===== config.mk =====
export PLATFORM = sky130hd
export DESIGN_NAME = aurt_core
export DESIGN_NICKNAME = d
export VERILOG_FILES = /design/src/hw/aurt_pkg.sv /design/src/hw/aurt_core.sv
export VERILOG_INCLUDE_DIRS = /design/src /design/src/hw
export SDC_FILE = /design/constraint.sdc
export NUM_CORES = 1
export LEC_CHECK = 0
export BUFFER_PORTS_ARGS = -buffer_cell sky130_fd_sc_hd__buf_2
export CAP_MARGIN = 20
export CORE_MARGIN = 5
export CORE_UTILIZATION = 50
export DETAILED_ROUTE_END_ITERATION = 10
export GPL_TIMING_DRIVEN = 0
export PLACE_DENSITY = 0.71
export SLEW_MARGIN = 15
export SYNTH_ARGS = -nofsm -noshare
export SYNTH_HDL_FRONTEND = slang
export SYNTH_SLANG_ARGS = --single-unit

===== constraint.sdc =====
create_clock -name pclk -period 3.83 [get_ports pclk]
set_input_delay 0.1915 -clock pclk [delete_from_list [all_inputs] [get_ports pclk]]
set_output_delay 0.1915 -clock pclk [all_outputs]
set_load 0.02 [all_outputs]

===== src/hw/aurt_regs.svh =====
// register offsets, field positions, reset values and counts
`ifndef AURT_REGS_SVH
`define AURT_REGS_SVH
`define AURT_OFS_BAUD_CTL 8'h00
`define AURT_OFS_RX_STAT 8'h04
`define AURT_OFS_DIV_LOW 8'h08
`define AURT_OFS_DIV_HIGH 8'h0c
`define AURT_OFS_TX_HOLD 8'h10
`define AURT_OFS_TX_STAT 8'h14
`define AURT_OFS_RX_DATA 8'h18
`define AURT_OFS_IRQ_CTL 8'h1c
// baud_control bits
`define AURT_B_RX_IDLE 6
`define AURT_B_RX_POL 5
`define AURT_B_TX_POL 4
`define AURT_B_WIDE_DIV 3
// receive_status_control bits
`define AURT_B_SERIAL_PORT_ENABLE 7
`define AURT_B_RX9 6
`define AURT_B_SREN 5
`define AURT_B_CONTINUOUS_RECEIVE_ENABLE 4
`define AURT_B_ADDRESS_DETECT_ENABLE 3
`define AURT_B_FRAMING_ERROR 2
`define AURT_B_OVERRUN_ERROR 1
`define AURT_B_RECEIVE_NINTH_BIT 0
// transmit_status_control bits
`define AURT_B_CSRC 7
`define AURT_B_TX9 6
`define AURT_B_TRANSMIT_ENABLE 5
`define AURT_B_CLKMODE 4
`define AURT_B_SENDB 3
`define AURT_B_HSPEED 2
`define AURT_B_TRMT 1
`define AURT_B_TRANSMIT_NINTH_BIT 0
// irq control bits
`define AURT_B_GIE 0
`define AURT_B_PERIPHERAL_IRQ_ENABLE 1
`define AURT_B_RCIE 2
`define AURT_B_TXIE 3
`define AURT_B_RCIF 4
`define AURT_B_TXIF 5
`define AURT_RST_BYTE 8'h00
`define AURT_OVERSAMPLE 16
`define AURT_HALF_BIT 4'h7
`define AURT_FULL_BIT 4'hf
`define AURT_FIFO_DEPTH 2
`endif


===== src/hw/aurt_pkg.sv =====
// types shared by the serial port
package aurt_pkg;
   typedef enum logic [1:0] {RX_IDLE, RX_START, RX_DATA, RX_STOP} aurt_rx_e;
   typedef enum logic [1:0] {TX_IDLE, TX_START, TX_DATA, TX_STOP} aurt_tx_e;
   typedef logic [7:0] aurt_byte_t;
   typedef logic [7:0] aurt_addr_t;
endpackage


===== src/hw/aurt_core.sv =====
// async serial port: receiver, receive buffer, transmitter, apb registers
//
// Decided for this implementation: the register offsets and register access over APB.
`include "aurt_regs.svh"
module aurt_core #(
   parameter int DIV_W = 16
) (
   input wire logic pclk, // system clock
   input wire logic presetn, // async reset, low
   input wire logic psel, // apb select
   input wire logic penable, // apb access phase
   input wire logic pwrite, // apb direction
   input wire aurt_pkg::aurt_addr_t paddr, // apb byte address
   input wire logic [31:0] pwdata, // apb write data
   output logic [31:0] prdata, // apb read data
   output logic pready, // apb ready
   output logic pslverr, // apb error on unmapped
   input wire logic receive_pin, // serial input
   output logic transmit_pin_o, // serial output level
   output logic transmit_pin_oe, // serial output enable
   output logic irq // interrupt request
);
   import aurt_pkg::*;

   // ---------------------------------------------
   // register file
   // ---------------------------------------------
   aurt_byte_t baud_control, next_baud_control;
   aurt_byte_t rx_ctl, next_rx_ctl;
   aurt_byte_t div_low, next_div_low;
   aurt_byte_t div_high, next_div_high;
   aurt_byte_t tx_ctl, next_tx_ctl;
   logic [3:0] irq_ctl, next_irq_ctl;
   logic [31:0] next_prdata;
   logic next_pslverr;
   logic setup, acc_wr, acc_rd, hit, wr_hold, rd_data;
   logic serial_port_enable, continuous_receive_enable, clk_mode, transmit_enable, rx_on, tx_on, rx9, tx9, address_detect_enable;
   logic rx_flag, tx_flag, framing_error_top, receive_ninth_bit_top, overrun_error, tx_busy, hold_full;
   logic rx_idle_st;
   aurt_byte_t top_data;

   assign setup = psel & ~penable;
   assign acc_wr = psel & penable & pwrite;
   assign acc_rd = psel & penable & ~pwrite;
   assign hit = (paddr[1:0] == 2'h0) && (paddr <= `AURT_OFS_IRQ_CTL);
   assign wr_hold = acc_wr && paddr == `AURT_OFS_TX_HOLD;
   assign rd_data = acc_rd && paddr == `AURT_OFS_RX_DATA;
   assign pready = 1'b1;
   assign serial_port_enable = rx_ctl[`AURT_B_SERIAL_PORT_ENABLE];
   assign continuous_receive_enable = rx_ctl[`AURT_B_CONTINUOUS_RECEIVE_ENABLE];
   assign rx9 = rx_ctl[`AURT_B_RX9];
   assign address_detect_enable = rx_ctl[`AURT_B_ADDRESS_DETECT_ENABLE];
   assign clk_mode = tx_ctl[`AURT_B_CLKMODE];
   assign transmit_enable = tx_ctl[`AURT_B_TRANSMIT_ENABLE];
   assign tx9 = tx_ctl[`AURT_B_TX9];
   assign rx_on = continuous_receive_enable & ~clk_mode & serial_port_enable;
   assign tx_on = transmit_enable & ~clk_mode & serial_port_enable;
   assign tx_flag = tx_on & ~hold_full;
   assign irq = irq_ctl[`AURT_B_GIE] & irq_ctl[`AURT_B_PERIPHERAL_IRQ_ENABLE]
      & ((irq_ctl[`AURT_B_TXIE] & tx_flag)
      | (irq_ctl[`AURT_B_RCIE] & rx_flag));

   always_comb begin
      next_baud_control = baud_control;
      next_rx_ctl = rx_ctl;
      next_div_low = div_low;
      next_div_high = div_high;
      next_tx_ctl = tx_ctl;
      next_irq_ctl = irq_ctl;
      next_prdata = prdata;
      next_pslverr = pslverr;
      if (acc_wr) begin
         case (paddr)
            `AURT_OFS_BAUD_CTL: next_baud_control = pwdata[7:0] & 8'h38;
            `AURT_OFS_RX_STAT: next_rx_ctl = pwdata[7:0] & 8'hf8;
            `AURT_OFS_DIV_LOW: next_div_low = pwdata[7:0];
            `AURT_OFS_DIV_HIGH: next_div_high = pwdata[7:0];
            `AURT_OFS_TX_STAT: next_tx_ctl = pwdata[7:0] & 8'hfd;
            `AURT_OFS_IRQ_CTL: next_irq_ctl = pwdata[3:0];
            default: next_irq_ctl = irq_ctl;
         endcase
      end
      if (setup) begin
         next_pslverr = ~hit;
         next_prdata = 32'h0;
         case (paddr)
            `AURT_OFS_BAUD_CTL: begin
               next_prdata[7:0] = baud_control;
               next_prdata[`AURT_B_RX_IDLE] = rx_idle_st;
            end
            `AURT_OFS_RX_STAT: begin
               next_prdata[7:0] = rx_ctl;
               next_prdata[`AURT_B_FRAMING_ERROR] = framing_error_top;
               next_prdata[`AURT_B_OVERRUN_ERROR] = overrun_error;
               next_prdata[`AURT_B_RECEIVE_NINTH_BIT] = receive_ninth_bit_top;
            end
            `AURT_OFS_DIV_LOW: next_prdata[7:0] = div_low;
            `AURT_OFS_DIV_HIGH: next_prdata[7:0] = div_high;
            `AURT_OFS_TX_STAT: begin
               next_prdata[7:0] = tx_ctl;
               next_prdata[`AURT_B_TRMT] = ~tx_busy;
            end
            `AURT_OFS_RX_DATA: next_prdata[7:0] = top_data;
            `AURT_OFS_IRQ_CTL: begin
               next_prdata[3:0] = irq_ctl;
               next_prdata[`AURT_B_RCIF] = rx_flag;
               next_prdata[`AURT_B_TXIF] = tx_flag;
            end
            default: next_prdata = 32'h0;
         endcase
      end
   end

   always_ff @(posedge pclk or negedge presetn) begin
      if (!presetn) begin
         baud_control <= `AURT_RST_BYTE;
         rx_ctl <= `AURT_RST_BYTE;
         div_low <= `AURT_RST_BYTE;
         div_high <= `AURT_RST_BYTE;
         tx_ctl <= `AURT_RST_BYTE;
         irq_ctl <= 4'h0;
         prdata <= 32'h0;
         pslverr <= 1'b0;
      end else begin
         baud_control <= next_baud_control;
         rx_ctl <= next_rx_ctl;
         div_low <= next_div_low;
         div_high <= next_div_high;
         tx_ctl <= next_tx_ctl;
         irq_ctl <= next_irq_ctl;
         prdata <= next_prdata;
         pslverr <= next_pslverr;
      end
   end

   // ---------------------------------------------
   // baud tick at sixteen times the bit rate
   // ---------------------------------------------
   logic [DIV_W-1:0] bcnt, next_bcnt;
   logic tick;
   assign tick = serial_port_enable && bcnt == DIV_W'({div_high, div_low});
   always_comb begin
      next_bcnt = bcnt + DIV_W'(1);
      if (!serial_port_enable || tick) next_bcnt = '0;
   end
   always_ff @(posedge pclk or negedge presetn) begin
      if (!presetn) bcnt <= '0;
      else bcnt <= next_bcnt;
   end

   // ---------------------------------------------
   // transmitter
   // ---------------------------------------------
   aurt_tx_e tx_st, next_tx_st;
   logic [8:0] hold, next_hold, tsr, next_tsr;
   logic next_hold_full, tline, next_tline;
   logic [3:0] ttk, next_ttk, tbit, next_tbit;
   assign tx_busy = tx_st != TX_IDLE;
   assign transmit_pin_o = tline ^ baud_control[`AURT_B_TX_POL];
   assign transmit_pin_oe = serial_port_enable & transmit_enable;
   always_comb begin
      next_tx_st = tx_st;
      next_hold = hold;
      next_hold_full = hold_full;
      next_tsr = tsr;
      next_ttk = ttk;
      next_tbit = tbit;
      next_tline = tline;
      if (wr_hold && tx_on) begin
         // ninth bit captured with the byte
         next_hold = {tx_ctl[`AURT_B_TRANSMIT_NINTH_BIT], pwdata[7:0]};
         next_hold_full = 1'b1;
      end
      if (tick) next_ttk = ttk + 4'h1;
      case (tx_st)
         TX_IDLE: begin
            next_tline = 1'b1;
            if (hold_full && tx_on) begin
               next_tsr = hold;
               next_hold_full = 1'b0;
               next_tx_st = TX_START;
               next_ttk = 4'h0;
               next_tline = 1'b0;
            end
         end
         TX_START:
            if (tick && ttk == `AURT_FULL_BIT) begin
               next_tx_st = TX_DATA;
               next_tbit = 4'h0;
               next_tline = tsr[0];
            end
         TX_DATA:
            if (tick && ttk == `AURT_FULL_BIT) begin
               next_tsr = {1'b0, tsr[8:1]};
               next_tbit = tbit + 4'h1;
               next_tline = tsr[1];
               if (tbit == (tx9 ? 4'h8 : 4'h7)) begin
                  next_tx_st = TX_STOP;
                  next_tline = 1'b1;
               end
            end
         TX_STOP:
            if (tick && ttk == `AURT_FULL_BIT) next_tx_st = TX_IDLE;
         default: next_tx_st = TX_IDLE;
      endcase
      if (!tx_on) begin
         next_tx_st = TX_IDLE;
         next_hold_full = 1'b0;
         next_tline = 1'b1;
      end
   end
   always_ff @(posedge pclk or negedge presetn) begin
      if (!presetn) begin
         tx_st <= TX_IDLE;
         hold <= 9'h0;
         hold_full <= 1'b0;
         tsr <= 9'h0;
         ttk <= 4'h0;
         tbit <= 4'h0;
         tline <= 1'b1;
      end else begin
         tx_st <= next_tx_st;
         hold <= next_hold;
         hold_full <= next_hold_full;
         tsr <= next_tsr;
         ttk <= next_ttk;
         tbit <= next_tbit;
         tline <= next_tline;
      end
   end

   // ---------------------------------------------
   // receiver and two-entry buffer
   // ---------------------------------------------
   aurt_rx_e rx_st, next_rx_st;
   logic [8:0] receive_shift_reg, next_rsr;
   logic [3:0] rtk, next_rtk, rbit, next_rbit;
   logic [2:0] hist, next_hist;
   logic lvl, lvl_d, maj, push, pop, next_overrun_error;
   logic [9:0] mem [`AURT_FIFO_DEPTH];
   logic [9:0] entry;
   logic wptr, rptr, next_wptr, next_rptr;
   logic [1:0] cnt, next_cnt;
   assign lvl = receive_pin ^ baud_control[`AURT_B_RX_POL];
   assign next_hist = {hist[1:0], lvl};
   assign maj = (next_hist[0] & next_hist[1]) | (next_hist[1] & next_hist[2])
      | (next_hist[0] & next_hist[2]);
   assign rx_idle_st = rx_st == RX_IDLE;
   assign pop = rd_data && cnt != 2'h0;
   assign rx_flag = rx_on && cnt != 2'h0;
   assign top_data = mem[rptr][7:0];
   assign framing_error_top = cnt != 2'h0 && mem[rptr][9];
   assign receive_ninth_bit_top = cnt != 2'h0 && mem[rptr][8];
   assign entry = rx9 ? {~maj, receive_shift_reg} : {~maj, 1'b0, receive_shift_reg[8:1]};

   always_comb begin
      next_rx_st = rx_st;
      next_rsr = receive_shift_reg;
      next_rtk = rtk;
      next_rbit = rbit;
      next_overrun_error = overrun_error;
      push = 1'b0;
      if (tick) next_rtk = rtk + 4'h1;
      case (rx_st)
         RX_IDLE:
            if (rx_on && !overrun_error && lvl_d && !lvl) begin
               next_rx_st = RX_START;
               next_rtk = 4'h0;
            end
         RX_START:
            if (tick && rtk == `AURT_HALF_BIT) begin
               next_rtk = 4'h0;
               next_rbit = 4'h0;
               next_rx_st = maj ? RX_IDLE : RX_DATA;
            end
         RX_DATA:
            if (tick && rtk == `AURT_FULL_BIT) begin
               next_rsr = {maj, receive_shift_reg[8:1]};
               next_rbit = rbit + 4'h1;
               if (rbit == (rx9 ? 4'h8 : 4'h7)) next_rx_st = RX_STOP;
            end
         RX_STOP:
            if (tick && rtk == `AURT_FULL_BIT) begin
               next_rx_st = RX_IDLE;
               if (!address_detect_enable || !rx9 || entry[8]) begin
                  if (cnt == 2'h2 && !pop) next_overrun_error = 1'b1;
                  else push = 1'b1;
               end
            end
         default: next_rx_st = RX_IDLE;
      endcase
      if (!rx_on) begin
         next_rx_st = RX_IDLE;
         next_overrun_error = 1'b0;
         push = 1'b0;
      end
      next_wptr = wptr ^ push;
      next_rptr = rptr ^ pop;
      next_cnt = cnt + {1'b0, push} - {1'b0, pop};
      if (!serial_port_enable) begin
         next_wptr = 1'b0;
         next_rptr = 1'b0;
         next_cnt = 2'h0;
      end
   end
   always_ff @(posedge pclk or negedge presetn) begin
      if (!presetn) begin
         rx_st <= RX_IDLE;
         receive_shift_reg <= 9'h0;
         rtk <= 4'h0;
         rbit <= 4'h0;
         hist <= 3'h7;
         lvl_d <= 1'b1;
         overrun_error <= 1'b0;
         wptr <= 1'b0;
         rptr <= 1'b0;
         cnt <= 2'h0;
         mem[0] <= 10'h0;
         mem[1] <= 10'h0;
      end else begin
         rx_st <= next_rx_st;
         receive_shift_reg <= next_rsr;
         rtk <= next_rtk;
         rbit <= next_rbit;
         if (tick) hist <= next_hist;
         lvl_d <= lvl;
         overrun_error <= next_overrun_error;
         wptr <= next_wptr;
         rptr <= next_rptr;
         cnt <= next_cnt;
         if (push) mem[wptr] <= entry;
      end
   end

   // ---------------------------------------------
   // checks
   // ---------------------------------------------
   AST_TXIF_ON_ENABLE: assert property (@(posedge pclk) disable iff (!presetn)
      $rose(transmit_enable) && serial_port_enable && !clk_mode |-> tx_flag)
      else $error("transmit flag not set on enable");
   AST_TX_IRQ: assert property (@(posedge pclk) disable iff (!presetn)
      irq_ctl == 4'hb && tx_flag |-> irq)
      else $error("transmit interrupt missing");
   AST_RX_IRQ_GATED: assert property (@(posedge pclk) disable iff (!presetn)
      irq |-> irq_ctl[0] && irq_ctl[1] && (tx_flag || rx_flag))
      else $error("interrupt without enables");
   AST_TX_STARTS: assert property (@(posedge pclk) disable iff (!presetn)
      wr_hold && tx_on && !tx_busy && !hold_full ##1 tx_on
      |-> ##1 tx_st == TX_START && !tline)
      else $error("transmission did not start");
   AST_BUF_LIMIT: assert property (@(posedge pclk) disable iff (!presetn)
      cnt <= 2'h2)
      else $error("buffer count above two");
   AST_ABORT_START: assert property (@(posedge pclk) disable iff (!presetn)
      rx_st == RX_START && tick && rtk == `AURT_HALF_BIT && maj
      |=> rx_st == RX_IDLE && $stable(overrun_error))
      else $error("false start not abandoned");
   AST_STOP_PUSH: assert property (@(posedge pclk) disable iff (!presetn)
      rx_on && rx_st == RX_STOP && tick && rtk == `AURT_FULL_BIT
      && cnt < 2'h2 && !pop && !address_detect_enable ##1 rx_on
      |-> cnt == $past(cnt) + 2'h1 && rx_flag)
      else $error("character not buffered after stop");
   AST_OVERRUN_HOLD: assert property (@(posedge pclk) disable iff (!presetn)
      overrun_error && rx_on && rx_st == RX_IDLE |=> rx_st == RX_IDLE)
      else $error("reception during overrun");
   AST_OVERRUN_ERROR_CLEAR: assert property (@(posedge pclk) disable iff (!presetn)
      !continuous_receive_enable |=> !overrun_error)
      else $error("overrun not cleared by disable");
   AST_PORT_OFF: assert property (@(posedge pclk) disable iff (!presetn)
      !serial_port_enable |=> cnt == 2'h0 && rx_st == RX_IDLE && !framing_error_top)
      else $error("port disable did not flush receiver");
endmodule // aurt_core


==> summary.txt <==
Pwr
  • Cell-internal power: 0.00267 W
  • Clk pwr share: 50.6%
  • Sequential power share: 43.6%
  • Worst VDD drop: 0.331 mV
  • Gate power share: 5.8%
  • Total power: 0.00342 W
  • Switch Pwr: 0.000747 W
  • Switching Fraction: 21.9%
  • PwrDens: 410 nW/µm²
  • P_leak: 3.93 nW

Synth
  • Seq/Total Area, Yosys: 47.7%
  • Avg Cell Area, Syn: 10.9 µm²
  • Yosys top cell area share: 46.3%
  • Synth warn: 0
  • Synth area leader: dfrtp_1
  • Async SR Flop Fraction: 100%
  • Count leader, synth: dfrtp_1
  • Synth unique cells: 71
  • Synth top cells by count: dfrtp_1, nor2_1, mux2_2
  • Predominant post-synthesis flop cell: dfrtp_1
  • Post-synthesis register bit count: 137
  • Syn Inst Count: 662
  • Post-synth EDFFs: 0
  • Area contributors post-synth: dfrtp_1, mux2_2, mux2i_1, ha_1, xor2_1
  • Synth Cell Area: 7190 µm²

Layout
  • Non-filler instance count after layout: 930
  • Most flop-heavy register: mem
  • Largest registers: mem x20, bcnt x16
  • Share of layout cells above drive strength 1: 22.5%
  • ANT cells: 0
  • Area delta synth->final: 15.8%
  • Max FFs per register: 20
  • Nets: 803

Clock tree
  • CTS root buffer: clkbuf_16
  • Clock sink count: 137
  • Number of CTS-inserted buffers: 17
  • CTS tree: done
  • Clock latency on the worst-skew pair: 0.43 ns
  • H-tree depth: 4
  • Post-cts sizing count: 0
  • CTS max path bufs: 2
  • CTS clk-pin slew, worst paths: 0.06 ns

Setup path
  • Slowest cell on the critical path: nor4_1
  • Critical path required time: 4.17 ns
  • R2r setup slk: 0.46 ns
  • CP peak stage delay: 0.60 ns
  • Crit path max fanout: 10
  • Kind of critical path: register to register
  • WP data arrival: 3.71 ns
  • Critical Path Sink Type: register
  • Most used cell, CP: nor4_1
  • Ordered list of cells on the worst path: xor2_1, nor4_1, and4_1, buf_4, nand2_4, nor4_1, ha_1, clkbuf_1, nor2_1, a21oi_1
  • Worst setup SP type: register

STA
  • Final setup fails: 0
  • Fin crit share: 87.9%
  • Fin crit period: 3.37 ns
  • Setup ws final: 0.465 ns
  • Slew Limit Fails: 0
  • Hold Vio Cnt, Final: 0
  • Hold slack: 0.0221 ns
  • Fmax: 0.297 GHz
  • RSZ-0062 raised after global routing: no
  • Setup Skew: 0.00560 ns
  • Final TNS setup: 0 ns
  • Slew Limit Headroom: 46.6%
  • Worst-Margin Slew: 0.799 ns

Placed design
  • Post-DP HPWL: 12400 µm
  • Dpl ws: 0.493 ns
  • Gpl congestion: 0.888
  • IO Port Bufs: 32
  • Cells after DPL: 898

Floorplan
  • Die Span Y: 130 µm
  • Starting Density: 51.4%
  • Full die area: 16900 µm²
  • Num rows: 43
  • Core area: 14000 µm²
  • Chip width: 130 µm
  • Total I/O pin count: 83

Route
  • Starting DRC count in detailed routing: 334
  • Via-to-Cell Ratio: 5.89
  • Vias: 5475
  • Routed Antenna Nets: 0
  • Drt first pass iters: 5
  • Drt total wl: 17600 µm
  • Wire length per cell: 18.9 µm
  • DRC violations left: 0

GRT
  • Global Route Usage Sum: 21.9%
  • Number of global-route vias before repair: 5470
  • Met1 Use GR: 28.3%
  • First-pass GRT wire length: 28700 µm
  • Largest net degree at the start of global routing: 77
  • Initial antenna violation count: 0
  • Gr ovfl total: 0
  • M3 GR Usage: 6.14%
  • Met2 GRT Util: 35.5%
  • GRT Max-Usage Layer: met2

Min path
  • Hold Crit Class: input port to register

Outcome
  • Outcome: complete, no violations

Flow run
  • Max-cap violations: 0
power groups by stage:
stage / registers, W / clock network, W / logic (W)
global route: 0.00149 / 0.00182 / 0.000222
finish: 0.00149 / 0.00173 / 0.000200
detailed placement: 0.00151 / 0 / 0.000197
floorplan: 0.00151 / 0 / 0.000116
CTS: 0.00149 / 0.00175 / 0.000200
global placement: 0.00151 / 0 / 0.000187
metal layers:
layer	vias up	part of all wire [%]
li1	2520	-
met1	2741	41
met2	175	50
met3	39	6.5
met4	0	2.4
met5	-	0
cell families (layout without fill, tap and decap cells):
family / count (synthesis) / after routing / share of synthesized area [%]
xor gates and xnor gates: 35 / 35 / 4.37
and+or+nand+nor: 189 / 189 / 14.0
other: 2 / 25 / 0.104
DFF: 137 / 137 / 47.7
buffers and inverters: 62 / 127 / 4.91
adders and majority gates: 20 / 20 / 3.45
AOI/OAI and AO/OA: 131 / 131 / 11.9
muxes: 86 / 86 / 13.5
worst paths after layout:
kind                             startpoint         to  cells after the start
worst min-delay path            receive_pin      lvl_d                      2
worst min register to register    prdata[5]  prdata[5]                      2
min in group asynchronous           presetn     tsr[4]                      2
max in group asynchronous           presetn      lvl_d                      3
worst max-delay path                bcnt[7]     mem[7]                     10
worst max register to register      bcnt[7]     mem[7]                     10
area by class of cell:
class | count | area [µm²]
inverters | 12 | 45.0
repair buffers | 34 | 204
plain buffers | 50 | 308
clock inverters | 8 | 143
multi-input cells | 486 | 3490
fillers | 1144 | 5660
well taps | 180 | 225
clock buffers | 23 | 478
flip-flops and latches | 137 | 3430
placed cells by master, fill, tap and decap left out, drive strengths merged, types with 9 or more instances in the layout:
| cell | synthesis | layout |
|---|---|---|
| dfrtp | 133 | 133 |
| buf | 33 | 66 |
| mux2 | 60 | 60 |
| nor2 | 53 | 53 |
| clkbuf | 17 | 40 |
| a21oi | 39 | 39 |
| nand2 | 38 | 38 |
| xor2 | 27 | 27 |
| mux2i | 26 | 26 |
| conb | 2 | 25 |
| o22ai | 22 | 22 |
| nand3 | 21 | 21 |
| o21ai | 20 | 20 |
| ha | 19 | 19 |
| and3 | 13 | 13 |
| inv | 12 | 12 |
| nor4 | 9 | 9 |
| a22o | 9 | 9 |
critical path: cells and delay by family, from the launching register on:
kind / cells / cell delay (ns)
fa+ha+maj: 1 / 0.29
simple gates: 5 / 1.59
buf+inv: 2 / 0.64
xor+xnor: 1 / 0.18
flops: 1 / 0.42
compound gates: 1 / 0.16
timing repair:
| action | 4_1_cts | 5_1_grt |
|---|---|---|
| buffers inserted | 0 | 0 |
| hold buffers | 1 | 0 |
| hold endpoints to repair | 73 | 0 |
through the flow:
step / instance area [µm²] / utilization (%)
3_5_place_dp: 7700 / 55.0
4_1_cts: 8330 / 59.5
2_1_floorplan: 7280 / -
5_1_grt: 8330 / 59.5
6_report: 8330 / 59.5
3_3_place_gp: 7660 / 54.8
No activity file was read; power rests on OpenSTA's default activity.
